**src/logic/timer_c_pkg.sv**
```systemverilog
/*
  Shared constants of the eight-bit reload / watchdog / PWM timer:
  register indices, field positions, reset values and the prescaler taps.
  Assumes an APB slave that places each register in one aligned 32-bit word.
*/
package timer_c_pkg;

  ////////////////////////////////////////////////////////////////////////////
  // register indices: byte address is four times the index
  localparam int IDX_W = 10;
  localparam logic [IDX_W-1:0] IDX_IRQ_FLAGS = 10'h002;
  localparam logic [IDX_W-1:0] IDX_PORT_SEL = 10'h004;
  localparam logic [IDX_W-1:0] IDX_MODE = 10'h00d;
  localparam logic [IDX_W-1:0] IDX_COUNT_LO = 10'h00e;
  localparam logic [IDX_W-1:0] IDX_COUNT_HI = 10'h00f;
  localparam logic [IDX_W-1:0] IDX_WDOG = 10'h020;
  localparam logic [IDX_W-1:0] IDX_INT_STATUS = 10'h030;
  localparam logic [IDX_W-1:0] IDX_INT_MASK = 10'h031;

  ////////////////////////////////////////////////////////////////////////////
  // field positions
  localparam int IRQF_TIMER_BIT = 2;
  localparam int WDOG_EN_BIT = 1;
  localparam int PORT_TOUT_BIT = 3;
  localparam int MODE_RELOAD_BIT = 3;
  localparam int ST_OVF_BIT = 0;
  localparam int ST_WDOG_BIT = 1;
  localparam int DIV_SEL_W = 3;
  localparam int NIB_W = 4;
  localparam int CNT_W = 8;
  localparam int EV_W = 2;

  ////////////////////////////////////////////////////////////////////////////
  // values
  localparam logic [CNT_W-1:0] COUNT_MAX = 8'hff;
  localparam logic [CNT_W-1:0] COUNT_ZERO = 8'h00;
  localparam logic [NIB_W-1:0] NIB_RESET = 4'h0;
  localparam logic [31:0] RDATA_ZERO = 32'h0000_0000;
  localparam int MODE_DELAY_INSTR = 2;
  localparam int PRESC_W = 11;

  // holdoff of a mode-register write
  typedef enum logic {
    MODE_IDLE = 1'b0,
    MODE_WAIT = 1'b1
  } mode_st_e;

  // prescaler tap per division code: 1,4,8,32,128,512,1024,2048
  function automatic logic [PRESC_W-1:0] tap_mask(input logic [DIV_SEL_W-1:0] sel);
    unique case (sel)
      3'h0: tap_mask = 11'h000;
      3'h1: tap_mask = 11'h003;
      3'h2: tap_mask = 11'h007;
      3'h3: tap_mask = 11'h01f;
      3'h4: tap_mask = 11'h07f;
      3'h5: tap_mask = 11'h1ff;
      3'h6: tap_mask = 11'h3ff;
      3'h7: tap_mask = 11'h7ff;
    endcase
  endfunction : tap_mask

endpackage : timer_c_pkg

```
**src/logic/tick_if.sv**
```systemverilog
/*
  Carrier between the timer core and its prescaler: division select out,
  count tick back. Assumes both ends share sys_clk.
*/
interface tick_if;
  logic [timer_c_pkg::DIV_SEL_W-1:0] div_sel;
  logic tick;
  modport presc (input div_sel, output tick);
  modport core (output div_sel, input tick);
endinterface : tick_if

```
**src/logic/clock_prescaler.sv**
```systemverilog
/*
  Free-running prescaler that issues a one-cycle count tick at the selected
  division ratio. Assumes div_sel is stable between mode changes.
*/
module clock_prescaler (
  // clock and reset
  input wire logic sys_clk,
  input wire logic rst_n,
  // to the timer core
  tick_if.presc tk
);

  logic [timer_c_pkg::PRESC_W-1:0] pre_q, pre_d;
  logic tick_q, tick_d;

  ////////////////////////////////////////////////////////////////////////////
  // tick when every bit under the tap is one
  always_comb begin
    pre_d = pre_q + 11'h001;
    tick_d = (pre_q & timer_c_pkg::tap_mask(tk.div_sel)) == timer_c_pkg::tap_mask(tk.div_sel);
  end

  always_ff @(posedge sys_clk or negedge rst_n) begin
    if (!rst_n) begin
      pre_q <= 11'h000;
      tick_q <= 1'b0;
    end else begin
      pre_q <= pre_d;
      tick_q <= tick_d;
    end
  end

  assign tk.tick = tick_q;

endmodule : clock_prescaler

```
**src/logic/pwm_shaper.sv**
```systemverilog
/*
  Variable-duty pulse generator. Takes the live count, the preset and the
  overflow strobe from the timer core. Free-running: high while the count is
  at or above the preset. Reload: level toggles on every overflow.
*/
module pwm_shaper (
  // clock and reset
  input wire logic sys_clk,
  input wire logic rst_n,
  // from the timer core
  input wire logic [timer_c_pkg::CNT_W-1:0] count,
  input wire logic [timer_c_pkg::CNT_W-1:0] preset,
  input wire logic reload_mode,
  input wire logic overflow,
  // waveform
  output logic level
);

  logic [timer_c_pkg::CNT_W-1:0] duty_q, duty_d;
  logic tog_q, tog_d;
  logic level_q, level_d;

  ////////////////////////////////////////////////////////////////////////////
  // the duty point is taken only at overflow, so a fresh preset is not
  // honoured until the next overflow; keeps each period whole
  always_comb begin
    duty_d = overflow ? preset : duty_q; // RQ7
    tog_d = overflow ? ~tog_q : tog_q;
    level_d = reload_mode ? tog_q : (count >= duty_q); // RQ7
  end

  always_ff @(posedge sys_clk or negedge rst_n) begin
    if (!rst_n) begin
      duty_q <= timer_c_pkg::COUNT_ZERO;
      tog_q <= 1'b0;
      level_q <= 1'b0;
    end else begin
      duty_q <= duty_d;
      tog_q <= tog_d;
      level_q <= level_d;
    end
  end

  assign level = level_q;

endmodule : pwm_shaper

```
**src/logic/timer_c_reload_watchdog_pwm.sv**
```systemverilog
/*
  Eight-bit up-counting timer with free-running and reload modes, watchdog
  reset request and PWM output on a shared port pin, reached over APB.
  Assumes sys_clk at 250 MHz, rst_n asynchronous active low, and that the
  MCU-level reset is generated outside from mcu_reset_req.
*/
// Behaviour
// [RQ1] load preset, then count up per tick
// [RQ2] overflow at all ones: reload or restart zero
// [RQ3] overflow sets timer flag bit two
// [RQ4] flag stays until software clear or reset
// [RQ5] watchdog enabled: overflow requests MCU reset
// [RQ6] port select routes timer output, low at reset
// [RQ7] PWM duty and period from mode, preset
// [RQ8] four-bit mode register, cleared at reset
// [RQ9] mode write effective two instruction cycles later
// [RQ10] software presets only after mode is effective
// [RQ11] low nibble first; high write loads counter
// [RQ12] high read latches low nibble for coherence
// [RQ13] PWM invalid until overflow after preset update
// [RQ14] preset low nibble clears at reset
// [RQ15] mode encodings and PWM edges are fixed
module timer_c_reload_watchdog_pwm #(
  parameter int INSTR_CLKS = 4
) (
  // clock and reset
  input wire logic sys_clk,
  input wire logic rst_n,
  // apb slave
  input wire logic psel,
  input wire logic penable,
  input wire logic pwrite,
  input wire logic [11:0] paddr,
  input wire logic [31:0] pwdata,
  output logic [31:0] prdata,
  output logic pready,
  output logic pslverr,
  // shared port pin
  output logic shared_timer_out_pin_o,
  output logic shared_timer_out_pin_oe,
  output logic timer_pulse_out,
  // system
  output logic mcu_reset_req,
  output logic irq
);

  localparam int MODE_DELAY_CYC = timer_c_pkg::MODE_DELAY_INSTR * INSTR_CLKS;
  localparam int HOLD_W = $clog2(MODE_DELAY_CYC + 1);
  localparam logic [HOLD_W-1:0] HOLD_LOAD = HOLD_W'(MODE_DELAY_CYC - 1);
  localparam logic [HOLD_W-1:0] HOLD_ZERO = '0;

  tick_if tk ();

  ////////////////////////////////////////////////////////////////////////////
  // state
  logic [31:0] prdata_q, prdata_d;
  logic pready_q, pready_d;
  logic pslverr_q, pslverr_d;
  logic [timer_c_pkg::NIB_W-1:0] lo_cand_q, lo_cand_d;
  logic [timer_c_pkg::NIB_W-1:0] lo_latch_q, lo_latch_d;
  logic [timer_c_pkg::NIB_W-1:0] mode_q, mode_d;
  logic [timer_c_pkg::NIB_W-1:0] mode_pend_q, mode_pend_d;
  timer_c_pkg::mode_st_e mst_q, mst_d;
  logic [HOLD_W-1:0] hold_q, hold_d;
  logic [timer_c_pkg::NIB_W-1:0] port_sel_q, port_sel_d;
  logic [timer_c_pkg::NIB_W-1:0] pre_lo_q, pre_lo_d;
  logic [timer_c_pkg::NIB_W-1:0] pre_hi_q, pre_hi_d;
  logic [timer_c_pkg::CNT_W-1:0] cnt_q, cnt_d;
  logic ovf_q, ovf_d;
  logic tflag_q, tflag_d;
  logic wdog_q, wdog_d;
  logic [timer_c_pkg::EV_W-1:0] status_q, status_d;
  logic [timer_c_pkg::EV_W-1:0] mask_q, mask_d;
  logic irq_q, irq_d;
  logic rst_req_q, rst_req_d;
  logic pin_q, pin_d;
  logic pin_oe_q, pin_oe_d;
  logic tout_q, tout_d;
  logic pwm_level;

  ////////////////////////////////////////////////////////////////////////////
  // bus decode
  logic setup, access_done, wr, rd, mapped;
  logic [timer_c_pkg::IDX_W-1:0] idx;
  logic [timer_c_pkg::CNT_W-1:0] preset;
  logic [timer_c_pkg::EV_W-1:0] events;

  function automatic logic is_mapped(input logic [timer_c_pkg::IDX_W-1:0] i);
    is_mapped = (i == timer_c_pkg::IDX_IRQ_FLAGS) || (i == timer_c_pkg::IDX_PORT_SEL)
             || (i == timer_c_pkg::IDX_MODE) || (i == timer_c_pkg::IDX_COUNT_LO)
             || (i == timer_c_pkg::IDX_COUNT_HI) || (i == timer_c_pkg::IDX_WDOG)
             || (i == timer_c_pkg::IDX_INT_STATUS) || (i == timer_c_pkg::IDX_INT_MASK);
  endfunction : is_mapped

  // writes and read side effects happen only at the edge that ends the access
  assign idx = paddr[11:2];
  assign mapped = is_mapped(idx);
  assign setup = psel && !penable;
  assign access_done = psel && penable && pready_q;
  assign wr = access_done && pwrite && mapped;
  assign rd = access_done && !pwrite && mapped;
  assign preset = {pre_hi_q, pre_lo_q};

  ////////////////////////////////////////////////////////////////////////////
  // apb answer: read data is formed in the setup cycle so that it comes from
  // a flip-flop; pready rises in the first access cycle, so no transfer has a wait state
  always_comb begin
    prdata_d = prdata_q;
    pslverr_d = 1'b0;
    pready_d = setup;
    lo_cand_d = lo_cand_q;
    if (setup) begin
      pslverr_d = !mapped;
      prdata_d = timer_c_pkg::RDATA_ZERO;
      lo_cand_d = cnt_q[3:0];
      if (!pwrite) begin
        unique case (idx)
          timer_c_pkg::IDX_IRQ_FLAGS: prdata_d[timer_c_pkg::IRQF_TIMER_BIT] = tflag_q;
          timer_c_pkg::IDX_COUNT_HI: prdata_d[3:0] = cnt_q[7:4]; // RQ12
          timer_c_pkg::IDX_COUNT_LO: prdata_d[3:0] = lo_latch_q; // RQ12
          timer_c_pkg::IDX_WDOG: prdata_d[timer_c_pkg::WDOG_EN_BIT] = wdog_q;
          timer_c_pkg::IDX_INT_STATUS: prdata_d[1:0] = status_q;
          timer_c_pkg::IDX_INT_MASK: prdata_d[1:0] = mask_q;
          default: prdata_d = timer_c_pkg::RDATA_ZERO; // write-only and unmapped
        endcase
      end
    end
  end

  always_ff @(posedge sys_clk or negedge rst_n) begin
    if (!rst_n) begin
      prdata_q <= timer_c_pkg::RDATA_ZERO;
      pready_q <= 1'b0;
      pslverr_q <= 1'b0;
      lo_cand_q <= timer_c_pkg::NIB_RESET;
    end else begin
      prdata_q <= prdata_d;
      pready_q <= pready_d;
      pslverr_q <= pslverr_d;
      lo_cand_q <= lo_cand_d;
    end
  end

  ////////////////////////////////////////////////////////////////////////////
  // mode register: a write is parked and applied after the holdoff; a write
  // landing inside the holdoff replaces the parked value and restarts it
  always_comb begin
    mode_d = mode_q;
    mode_pend_d = mode_pend_q;
    mst_d = mst_q;
    hold_d = hold_q;
    if (wr && idx == timer_c_pkg::IDX_MODE) begin
      mode_pend_d = pwdata[3:0]; // RQ8
      mst_d = timer_c_pkg::MODE_WAIT;
      hold_d = HOLD_LOAD; // RQ9
    end else begin
      unique case (mst_q)
        timer_c_pkg::MODE_IDLE: hold_d = HOLD_ZERO;
        timer_c_pkg::MODE_WAIT: begin
          if (hold_q == HOLD_ZERO) begin
            mode_d = mode_pend_q; // RQ9
            mst_d = timer_c_pkg::MODE_IDLE;
          end else begin
            hold_d = hold_q - 1'b1;
          end
        end
      endcase
    end
  end

  always_ff @(posedge sys_clk or negedge rst_n) begin
    if (!rst_n) begin
      mode_q <= timer_c_pkg::NIB_RESET; // RQ8
      mode_pend_q <= timer_c_pkg::NIB_RESET;
      mst_q <= timer_c_pkg::MODE_IDLE;
      hold_q <= HOLD_ZERO;
    end else begin
      mode_q <= mode_d;
      mode_pend_q <= mode_pend_d;
      mst_q <= mst_d;
      hold_q <= hold_d;
    end
  end

  // division code drives the prescaler tap
  assign tk.div_sel = mode_q[timer_c_pkg::DIV_SEL_W-1:0]; // RQ15

  clock_prescaler u_presc (
    .sys_clk(sys_clk),
    .rst_n(rst_n),
    .tk(tk)
  );

  ////////////////////////////////////////////////////////////////////////////
  // preset, counter and read latch
  always_comb begin
    pre_lo_d = pre_lo_q;
    pre_hi_d = pre_hi_q;
    cnt_d = cnt_q;
    ovf_d = 1'b0;
    lo_latch_d = lo_latch_q;
    if (tk.tick) begin
      if (cnt_q == timer_c_pkg::COUNT_MAX) begin
        ovf_d = 1'b1; // RQ2
        cnt_d = mode_q[timer_c_pkg::MODE_RELOAD_BIT] ? preset : timer_c_pkg::COUNT_ZERO; // RQ2
      end else begin
        cnt_d = cnt_q + 8'h01; // RQ1
      end
    end
    // a software load wins over a tick in the same cycle
    if (wr && idx == timer_c_pkg::IDX_COUNT_LO) begin
      pre_lo_d = pwdata[3:0]; // RQ11
    end
    if (wr && idx == timer_c_pkg::IDX_COUNT_HI) begin
      pre_hi_d = pwdata[3:0];
      cnt_d = {pwdata[3:0], pre_lo_q}; // RQ1 RQ11
    end
    if (rd && idx == timer_c_pkg::IDX_COUNT_HI) begin
      lo_latch_d = lo_cand_q; // RQ12
    end
  end

  always_ff @(posedge sys_clk or negedge rst_n) begin
    if (!rst_n) begin
      pre_lo_q <= timer_c_pkg::NIB_RESET; // RQ14
      pre_hi_q <= timer_c_pkg::NIB_RESET;
      cnt_q <= timer_c_pkg::COUNT_ZERO;
      ovf_q <= 1'b0;
      lo_latch_q <= timer_c_pkg::NIB_RESET;
    end else begin
      pre_lo_q <= pre_lo_d;
      pre_hi_q <= pre_hi_d;
      cnt_q <= cnt_d;
      ovf_q <= ovf_d;
      lo_latch_q <= lo_latch_d;
    end
  end

  ////////////////////////////////////////////////////////////////////////////
  // flags, watchdog and interrupt; a hardware set always beats a clear
  assign events = {ovf_q && wdog_q, ovf_q};

  always_comb begin
    tflag_d = tflag_q;
    wdog_d = wdog_q;
    mask_d = mask_q;
    status_d = status_q;
    port_sel_d = port_sel_q;
    if (wr && idx == timer_c_pkg::IDX_IRQ_FLAGS) begin
      tflag_d = pwdata[timer_c_pkg::IRQF_TIMER_BIT]; // RQ4
    end
    if (wr && idx == timer_c_pkg::IDX_WDOG) begin
      wdog_d = pwdata[timer_c_pkg::WDOG_EN_BIT];
    end
    if (wr && idx == timer_c_pkg::IDX_INT_MASK) begin
      mask_d = pwdata[1:0];
    end
    if (wr && idx == timer_c_pkg::IDX_PORT_SEL) begin
      port_sel_d = pwdata[3:0];
    end
    // clear on read only the bits that the read actually returned
    if (rd && idx == timer_c_pkg::IDX_INT_STATUS) begin
      status_d = status_q & ~prdata_q[1:0];
    end
    status_d = status_d | events;
    if (ovf_q) begin
      tflag_d = 1'b1; // RQ3
    end
    irq_d = |(status_d & mask_d);
    rst_req_d = ovf_q && wdog_q; // RQ5
  end

  always_ff @(posedge sys_clk or negedge rst_n) begin
    if (!rst_n) begin
      tflag_q <= 1'b0; // RQ4
      wdog_q <= 1'b0;
      mask_q <= '0;
      status_q <= '0;
      port_sel_q <= timer_c_pkg::NIB_RESET;
      irq_q <= 1'b0;
      rst_req_q <= 1'b0;
    end else begin
      tflag_q <= tflag_d;
      wdog_q <= wdog_d;
      mask_q <= mask_d;
      status_q <= status_d;
      port_sel_q <= port_sel_d;
      irq_q <= irq_d;
      rst_req_q <= rst_req_d;
    end
  end

  ////////////////////////////////////////////////////////////////////////////
  // pwm and the shared pin; the level only tracks the preset from the next
  // overflow on, so early periods after a preset update are not trustworthy
  pwm_shaper u_pwm (
    .sys_clk(sys_clk),
    .rst_n(rst_n),
    .count(cnt_q),
    .preset(preset),
    .reload_mode(mode_q[timer_c_pkg::MODE_RELOAD_BIT]),
    .overflow(ovf_q),
    .level(pwm_level)
  );

  always_comb begin
    tout_d = pwm_level; // RQ7
    pin_oe_d = port_sel_q[timer_c_pkg::PORT_TOUT_BIT]; // RQ6
    pin_d = port_sel_q[timer_c_pkg::PORT_TOUT_BIT] && pwm_level; // RQ6
  end

  always_ff @(posedge sys_clk or negedge rst_n) begin
    if (!rst_n) begin
      tout_q <= 1'b0; // RQ6
      pin_q <= 1'b0;
      pin_oe_q <= 1'b0;
    end else begin
      tout_q <= tout_d;
      pin_q <= pin_d;
      pin_oe_q <= pin_oe_d;
    end
  end

  ////////////////////////////////////////////////////////////////////////////
  // outputs
  assign prdata = prdata_q;
  assign pready = pready_q;
  assign pslverr = pslverr_q;
  assign shared_timer_out_pin_o = pin_q;
  assign shared_timer_out_pin_oe = pin_oe_q;
  assign timer_pulse_out = tout_q;
  assign mcu_reset_req = rst_req_q;
  assign irq = irq_q;

endmodule : timer_c_reload_watchdog_pwm

```
**config.mk**
```make
export PLATFORM = sky130hd
export DESIGN_NAME = timer_c_reload_watchdog_pwm
export DESIGN_NICKNAME = d
export VERILOG_FILES = /design/src/logic/timer_c_pkg.sv /design/src/logic/tick_if.sv /design/src/logic/clock_prescaler.sv /design/src/logic/pwm_shaper.sv /design/src/logic/timer_c_reload_watchdog_pwm.sv
export SDC_FILE = /design/constraint.sdc
export NUM_CORES = 1
export LEC_CHECK = 0
export CORE_ASPECT_RATIO = 1.25
export CORE_MARGIN = 2
export CORE_UTILIZATION = 30
export CTS_BUF_LIST = sky130_fd_sc_hd__clkbuf_16
export CTS_CLUSTER_SIZE = 24
export DETAILED_ROUTE_END_ITERATION = 10
export DONT_BUFFER_PORTS = 1
export GPL_ROUTABILITY_DRIVEN = 0
export HOLD_SLACK_MARGIN = 0.12
export PLACE_DENSITY = 0.51
export SLEW_MARGIN = 40
export SYNTH_ARGS = -nofsm -noshare
export SYNTH_HDL_FRONTEND = slang
export SYNTH_SLANG_ARGS = --single-unit
```
**constraint.sdc**
```tcl
create_clock -name sys_clk -period 1.87 [get_ports sys_clk]
set_clock_uncertainty 0.15 [all_clocks]
set_input_delay 0.0935 -clock sys_clk [delete_from_list [all_inputs] [get_ports sys_clk]]
set_output_delay 0.0935 -clock sys_clk [all_outputs]
set_load 0.05 [all_outputs]
```
Yosys cells after proc, flatten, opt, wreduce, memory -nomap -nowiden:

Memories as Yosys holds them, arrays and structs flattened.
Index checks and enable logic that the tools add are counted.

* output and inout port bits: 39
* bits in registers: 109
* input bits: 49
* bits in read-only memories: 176
* word-level logic and storage cells: 109
* memories kept: 2

* magnitude comparators: 1
* multiplexer cells: 23
* equality and inequality tests: 11
* $add $sub $neg: 3
* reductions and logical operators: 33
* bitwise operators: 8

Memories
* (no name shown): words 8, bits a word 11, read ports 1, clocked after memory_dff 0, wr ports 0, line timer_c_pkg.sv:50 `unique case (sel)`
* (no name shown): words 8, bits a word 11, read ports 1, clocked after memory_dff 0, wr ports 0, line timer_c_pkg.sv:50

Operator list (count)
* two-way mux 8 bit: 4
* equality test 10 x 4 -> 1 bit, second input constant: 3
* equality test 10 x 6 -> 1 bit, second input constant: 3
* logical AND 1 bit: 18
* two-way mux 4 bit: 3
* adder 11 x 1 -> 11 bit, second input constant: 1
* bitwise AND 11 bit: 1
* equality test 11 bit: 1
* equality test 10 x 2 -> 1 bit, second input constant: 1
* equality test 10 x 3 -> 1 bit, second input constant: 1
* two-way mux 1 bit: 9
* adder 8 x 1 -> 8 bit, second input constant: 1
* equality test 8 bit, second input constant: 1
* >= comparator 8 bit: 1
* one-hot mux 4 bit (2 select lines): 1
* logical OR 1 bit: 7
* one-hot mux 1 bit (5 select lines): 1
* bitwise AND 2 bit: 2
* logical NOT 4 bit: 1
* two-way mux 2 bit: 2
* one-hot mux 1 bit (4 select lines): 1
* nonzero test 2 bit: 2
* subtractor 4 x 1 -> 4 bit, second input constant: 1
* logical NOT 1 bit: 3
* other kinds (8): 10

Longest topological paths before layout:

Gate-level depths: netlist of the first run.

* depth in word-level cells: 14
* depth in mapped cells: 7
* mapped depth without buffers: 7

Modules after synthesis:

Synthesis of the first run repeated with hierarchy kept, for this count alone.

* cells, all modules: 382
* area, all modules: 4028.9 µm²

By module, submodules not included
* timer_c_reload_watchdog_pwm: area each 2920.3 µm², instances 1, cells each 277, sequential area each 1401.3 µm²
* pwm_shaper: area each 566.8 µm², instances 1, cells each 55, sequential area each 250.2 µm²
* clock_prescaler: area each 541.8 µm², instances 1, cells each 50, sequential area each 300.3 µm²

Worst setup path after synthesis of the first run:

No wires, ideal clock.

* kind: register to register
* start: register pready_q, in the netlist pready
* end: register mode_q[0] in the netlist's numbering
* buffers on the path: 1
* clock period less this slack: 2.148 ns
* library setup time: 0.125 ns
* arrival: 1.873 ns
* required time: 1.595 ns
* setup slack: -0.278 ns
* stages on the path, launching flop included: 6
* cells stage by stage: dfrtp_1 nand4_1 or3_1 buf_6 nand4_4 mux2_4

* cells in the longest elaborated chain, start to end: 6

Ends and longest elaborated chain
* from (decl): line timer_c_reload_watchdog_pwm.sv:57 `logic pready_q, pready_d;`
* from (signal assigned): line timer_c_reload_watchdog_pwm.sv:138 `pready_q <= pready_d;`
* logical AND 1 bit: line timer_c_reload_watchdog_pwm.sv:99 `assign access_done = psel && penable && pready_q;`
* logical AND 1 bit (2 in a row): line timer_c_reload_watchdog_pwm.sv:100 `assign wr = access_done && pwrite && mapped;`
* logical AND 1 bit: line timer_c_reload_watchdog_pwm.sv:152 `if (wr && idx == timer_c_pkg::IDX_MODE) begin`
* NOT 1 bit (no source line)
* AND reduction 3 bit (no source line)
* to (signal assigned): line timer_c_reload_watchdog_pwm.sv:173 `mode_q <= timer_c_pkg::NIB_RESET;`
* to (signal assigned): line timer_c_reload_watchdog_pwm.sv:178 `mode_q <= mode_d;`
* to (decl): line timer_c_reload_watchdog_pwm.sv:61 `logic [timer_c_pkg::NIB_W-1:0] mode_q, mode_d;`

Every way passes these cells.
A chain may end at the register's enable or synchronous reset.

Worst setup path after layout of the first run:

* start: input paddr[7]
* end: register pslverr_q, in the netlist pslverr

* cells in the longest elaborated chain, start to end: 10
* elaborated cells on any way between the ends: 17
* classes of those cells: eq/ne: 8; mux: 1; reduce/logical: 8

Ends and longest elaborated chain
* from (decl): line timer_c_reload_watchdog_pwm.sv:33 `input wire logic [11:0] paddr,`
* equality test 10 x 2 -> 1 bit or equality test 10 x 3 -> 1 bit (tied branches): line timer_c_reload_watchdog_pwm.sv:89 `is_mapped = (i == timer_c_pkg::IDX_IRQ_FLAGS) || (i == timer_c_pkg::IDX_PORT_SEL)`
* logical OR 1 bit: line timer_c_reload_watchdog_pwm.sv:89
* logical OR 1 bit (2 in a row): line timer_c_reload_watchdog_pwm.sv:90 `|| (i == timer_c_pkg::IDX_MODE) || (i == timer_c_pkg::IDX_COUNT_LO)`
* logical OR 1 bit (2 in a row): line timer_c_reload_watchdog_pwm.sv:91 `|| (i == timer_c_pkg::IDX_COUNT_HI) || (i == timer_c_pkg::IDX_WDOG)`
* logical OR 1 bit: line timer_c_reload_watchdog_pwm.sv:92 `|| (i == timer_c_pkg::IDX_INT_STATUS) || (i == timer_c_pkg::IDX_INT_MASK);`
* logical OR 1 bit *: line timer_c_reload_watchdog_pwm.sv:92
* logical NOT 1 bit *: line timer_c_reload_watchdog_pwm.sv:113 `pslverr_d = !mapped;`
* two-way mux 1 bit *: line timer_c_reload_watchdog_pwm.sv:112 `if (setup) begin`
* via pslverr_d: line timer_c_reload_watchdog_pwm.sv:58 `logic pslverr_q, pslverr_d;`
* to (signal assigned): line timer_c_reload_watchdog_pwm.sv:139 `pslverr_q <= pslverr_d;`
* to (decl): line timer_c_reload_watchdog_pwm.sv:58

Mark *: on every way through the listed nets, which the timed path passes. The rest lies on a longest branch.

==> impl_metrics.json, run 1 <==
{
  "status": "finished with violations",
  "violations": "hold timing",
  "grt.met1_usage": 0.174,
  "ys_types": 56,
  "via_count": 2885,
  "htreeDepth": 3,
  "period_minus_slack_ps": 1830,
  "required_ps": 1960,
  "met3_usage": 0.0302,
  "yosys_register_bits": 78,
  "cts_tree": "yes",
  "netlist_area_um2": 3940,
  "placed_area_um2": 4220,
  "busiest_layer": "met2",
  "drtIter0Drc": 157,
  "power.density_nw_per_um2": 938,
  "synth_seq_area_share": 0.496,
  "dpl_worst_slack_ps": 7.75,
  "finalSetupViolations": 0,
  "grt_max_degree": 79,
  "ys.flop_type": "dfrtp_1",
  "cts_root_buffer": "clkbuf_16",
  "finalInstanceArea_um2": 4800,
  "cts_sinks": 78,
  "met2_usage": 0.232,
  "setup_ws_ps": 42.7,
  "die_height_um": 132,
  "fillers": 1294,
  "drive_above_1_share": 0.200,
  "pin_count": 88,
  "cts_buffers": 9,
  "dp_hpwl_um": 6430,
  "arrival_ps": 1910,
  "max_freq_ghz": 0.547,
  "wire_per_inst_um": 15.4,
  "peakVddDrop_mv": 0.412,
  "synth_edf_count": 0,
  "grt_pass1_wl_um": 15600,
  "antenna_found_initial": 1,
  "worstSetupStartpointType": "primary input",
  "grt_remaining_overflow": 0,
  "postRouteAntennaNets": 0,
  "rsz0062_at_grt": "false",
  "async_reset_ff_frac": 1.00,
  "rows": 46,
  "ys_warn_count": 0,
  "start_util": 0.308,
  "grt_pass1_vias": 3051,
  "maxCapViolations": 0,
  "power.static_leakage_nw": 2.23,
  "die_w_um": 106,
  "report.final.slew_viol_count": 0,
  "hold_viol": 83,
  "critical_path_peak_fanout": 5,
  "drt_first_pass_iters": 4,
  "area_delta_synth_final_pct": 22.0,
  "total_power_mw": 4.50,
  "timing.setup.tns_ps": 0,
  "final_common_cell": "dfrtp_1",
  "die_area_um2": 14100,
  "most-common-layout-cells": "dfrtp_1, nand2_1, buf_4, conb_1, dlygate4sd3_1",
  "core_um2": 12800,
  "end_kind": "flip-flop",
  "numPortBuffers": 0,
  "min-delay-path-class": "primary input to async pin",
  "timing.hold.ws_ps": -703,
  "gr-usage-all-layers": 0.141,
  "drt-total-wl_um": 9220,
  "viasPerCell": 4.82,
  "worstSetupPathType": "primary input to flip-flop",
  "path_clk_slew_ps": 60,
  "fin_nets": 485,
  "period_share": 0.977,
  "clock_latency_ps": 340,
  "cts_buffer_depth": 2,
  "syn_inst": 367,
  "drc_errors": 0,
  "syn_avg_cell_area_um2": 10.7
}
[logic make-up (layout without fill, tap and decap cells)]
family                   Yosys count  after routing  share of synthesized area
buffers and inverters             51             87                     0.0792
multiplexers                      31             31                     0.0922
flip-flops                        78             78                      0.496
other                              1             29                   0.000953
AO/OA/AOI/OAI                     58             58                      0.103
adder cells (fa/ha/maj)           11             11                     0.0350
AND/OR/NAND/NOR                  124            124                      0.165
XOR/XNOR                          13             13                     0.0289
[cell type report]
class	count	area [µm²]	area share
sequential	78	1950	0.407
multi-input combinational	265	1810	0.377
timing repair buffer	55	475	0.0990
clock buffer	9	225	0.0469
tap	168	210	0.0438
clock inverter	7	63.8	0.0133
inverter	16	60.1	0.0125
antenna	1	2.50	0.000521
[registers in the layout, summed over array words and instances (netlist names), 2 cells and up]
name and flops:
mode_pend_q 4, pre_lo_q 4, prdata 4, cnt_q 8, mask_q 2, mode_q 4
lo_latch_q 4, u_presc.pre_q 11, lo_cand_q 4, status_q 2, u_pwm.duty_q 8, pre_hi_q 4
hold_q 4
[metal layers]
layer,wire (µm),up-vias,share of wire
li1,-,1366,-
met1,3970,1412,0.43
met2,4500,87,0.49
met3,413,20,0.045
met4,342,0,0.037
met5,0,-,0
[cells in the mapped netlist, drive strengths merged (3+ instances only)]
cell | count | area, µm²
o21ai | 16 | 80.1
nand2 | 53 | 199
or3 | 5 | 31.3
nand2b | 4 | 25.0
nor2 | 14 | 52.6
nand3 | 16 | 85.1
nor4 | 6 | 58.8
buf | 30 | 233
and4 | 3 | 26.3
a21boi | 3 | 22.5
dfrtp | 78 | 1950
xnor2 | 7 | 61.3
mux2i | 4 | 40.0
nand4 | 7 | 58.8
a21oi | 6 | 30.0
inv | 16 | 60.1
ha | 11 | 138
a21o | 5 | 37.5
xor2 | 6 | 52.6
nor3 | 4 | 25.0
and2 | 4 | 25.0
mux2 | 27 | 323
clkbuf | 5 | 18.8
a22o | 3 | 26.3
[power breakdown]
group | total, mW | internal [mW] | switching (mW)
logic | 0.869 | 0.368 | 0.501
clock network | 1.70 | 1.02 | 0.676
registers | 1.94 | 1.80 | 0.133
total | 4.50 | 3.19 | 1.31
[final timing paths]
check | startpoint | endpoint | slack (ps) | cells past startpoint
worst max register to register | pready | mode_pend_q[3] | 60 | 4
worst min-delay path | rst_n | irq | -700 | 0
worst min register to register | u_pwm.level | timer_pulse_out | 220 | 0
worst max-delay path | paddr[7] | pslverr | 40 | 5
max in group asynchronous | rst_n | pready | 2140 | 0
min in group sys_clk | paddr[2] | prdata[3] | -50 | 2
[worst max-delay path, cell delays in order]
cell	delay [ps]
dlygate4sd3_1	630
nor2_1	100
mux2_2	270
dlygate4sd3_1	570
a311oi_2	260
[repair_timing]
item                                    in CTS  in global routing
hold endpoints to repair                   114                 96
hold buffers                                23                  1
pin swaps                                    0                  1
gates resized for setup                      1                 11
endpoints found under the setup margin       1                 10
setup buffers                                0                  1
[through the flow]
step                cells   util  hold WS (ps)
floorplan             394      -          -352
global placement      557  0.330          -350
detailed placement    557  0.330          -350
CTS                   596  0.371          -719
global route          599  0.376          -724
finish                599  0.376          -703
Power figures use the tool's default switching activity.
==> run 2: changes to the inputs <==
--- a/config.mk
+++ b/config.mk
@@ -14,7 +14,7 @@
 export DONT_BUFFER_PORTS = 1
 export GPL_ROUTABILITY_DRIVEN = 0
 export HOLD_SLACK_MARGIN = 0.12
-export PLACE_DENSITY = 0.51
+export PLACE_DENSITY = 0.5
 export SLEW_MARGIN = 40
 export SYNTH_ARGS = -nofsm -noshare
 export SYNTH_HDL_FRONTEND = slang
==> constraint.sdc (replaced) <==
create_clock -name sys_clk -period 1.89 [get_ports sys_clk]
set_clock_uncertainty 0.15 [all_clocks]
set_input_delay 0.0945 -clock sys_clk [delete_from_list [all_inputs] [get_ports sys_clk]]
set_output_delay 0.0945 -clock sys_clk [all_outputs]
set_load 0.05 [all_outputs]
==> impl_metrics.json, run 2 (same netlist as run 1, synthesis figures left out) <==
{
  "fin_util": 0.374,
  "final_common_cell": "dfrtp_1",
  "drtIter0Drc": 139,
  "fin_nets": 482,
  "critPathCapture": "pslverr",
  "finalSetupViolations": 0,
  "maxCapViolations": 0,
  "rsz0062_at_grt": "false",
  "largest_reg_flops": 11,
  "grt_remaining_overflow": 0,
  "numPortBuffers": 0,
  "cts_buffer_depth": 2,
  "area_delta_synth_final_pct": 21.6,
  "min-delay-path-class": "primary input to async pin",
  "required_ps": 1940,
  "violations": "hold timing",
  "r2r-start": "cnt_q[0]",
  "power.static_leakage_nw": 2.23,
  "peakVddDrop_mv": 0.484,
  "rows": 46,
  "drive_above_1_share": 0.204,
  "ff2ff_setup_slack_ps": 110,
  "gr-usage-all-layers": 0.137,
  "postRouteAntennaNets": 0,
  "cts_root_buffer": "clkbuf_16",
  "regMostFlops": "u_presc.pre_q",
  "hold_viol": 81,
  "hold_buffers": 22,
  "via_count": 2868,
  "die_area_um2": 14100,
  "status": "finished with violations",
  "core_um2": 12800,
  "end_kind": "flip-flop",
  "antenna_found_initial": 0,
  "start_util": 0.308,
  "arrival_ps": 1890,
  "power.density_nw_per_um2": 936,
  "dp_hpwl_um": 6320,
  "timing.hold.ws_ps": -699,
  "drt-total-wl_um": 8970,
  "worstSetupStartpointType": "primary input",
  "grt_pass1_wl_um": 15200,
  "grt_max_degree": 79,
  "total_power_mw": 4.48,
  "die_w_um": 106,
  "cp-startpoint": "paddr[4]",
  "period_share": 0.977,
  "path_clk_slew_ps": 60,
  "most-common-layout-cells": "dfrtp_1, nand2_1, buf_4, conb_1, mux2_2",
  "htreeDepth": 3,
  "reg_top3": "u_presc.pre_q: 11 flops, cnt_q: 8 flops, u_pwm.duty_q: 8 flops",
  "report.final.slew_viol_count": 0,
  "period_minus_slack_ps": 1850,
  "drc_errors": 0,
  "drt_first_pass_iters": 4,
  "cts_tree": "yes",
  "grt_pass1_vias": 2967,
  "cts_buffers": 9,
  "viasPerCell": 4.82,
  "die_height_um": 132,
  "critical_path_peak_fanout": 5,
  "fillers": 1289,
  "worstSetupPathType": "primary input to flip-flop",
  "cts_sinks": 78,
  "worst_r2r_path_depth": 7,
  "pin_count": 88,
  "timing.rr.end": "cnt_q[0]",
  "diodes": 0,
  "clock_latency_ps": 330,
  "max_freq_ghz": 0.541,
  "wire_per_inst_um": 15.1
}
[run 2: worst max-delay path, stage by stage]
cell,delay [ps]
dlygate4sd3_1,580
or4_4,450
nor2_1,90
dlygate4sd3_1,560
a311oi_2,110
[run 2: through the flow]
stage / std cells / worst slack [ps] / area [µm²] / setup TNS, ps
6_report: 595 / 43.1 / 4780 / 0
5_1_grt: 595 / 11.5 / 4780 / 0
2_1_floorplan: 394 / -46.6 / 4040 / -186
4_1_cts: 593 / 14.3 / 4720 / 0
3_3_place_gp: 555 / 21.7 / 4210 / 0
3_5_place_dp: 555 / 13.8 / 4210 / 0
[run 2: routing by layer]
metal / vias up / wire length, µm / share of wire / track usage
met4: 0 / 196 / 0.022 / 0.0563
met5: - / 0 / 0 / 0
met2: 69 / 4440 / 0.49 / 0.221
met3: 12 / 293 / 0.033 / 0.0227
met1: 1428 / 4050 / 0.45 / 0.182
li1: 1359 / - / - / -
[run 2: area by class of cell]
class                      count  area, µm²  share of cell area
multi-input combinational    265       1820               0.379
clock buffer                   9        225              0.0471
inverter                      16       60.1              0.0126
sequential                    78       1950               0.408
clock inverter                 7       72.6              0.0152
timing repair buffer          52        448              0.0936
tap                          168        210              0.0439
[run 2: worst min-delay path by stage]
stage	endpoint	slack, ps	cells after the start
floorplan	cnt_q[0]	-350	0
detailed placement	mcu_reset_req	-350	0
global route	mcu_reset_req	-720	0
global placement	mcu_reset_req	-350	0
CTS	mcu_reset_req	-720	0
finish	mcu_reset_req	-700	0
[run 2: where the power goes]
part / total, mW / switching (mW) / leakage, nW / internal, mW
sequential: 1.92 / 0.134 / 1.02 / 1.78
combinational: 0.847 / 0.491 / 1.06 / 0.357
clock: 1.71 / 0.688 / 0.143 / 1.02
[run 2: timing repair]
item                       4_1_cts  5_1_grt
resized for setup                0       12
setup endpoints to repair        0       11
buffers inserted                 0        2
hold endpoints to repair       116       93
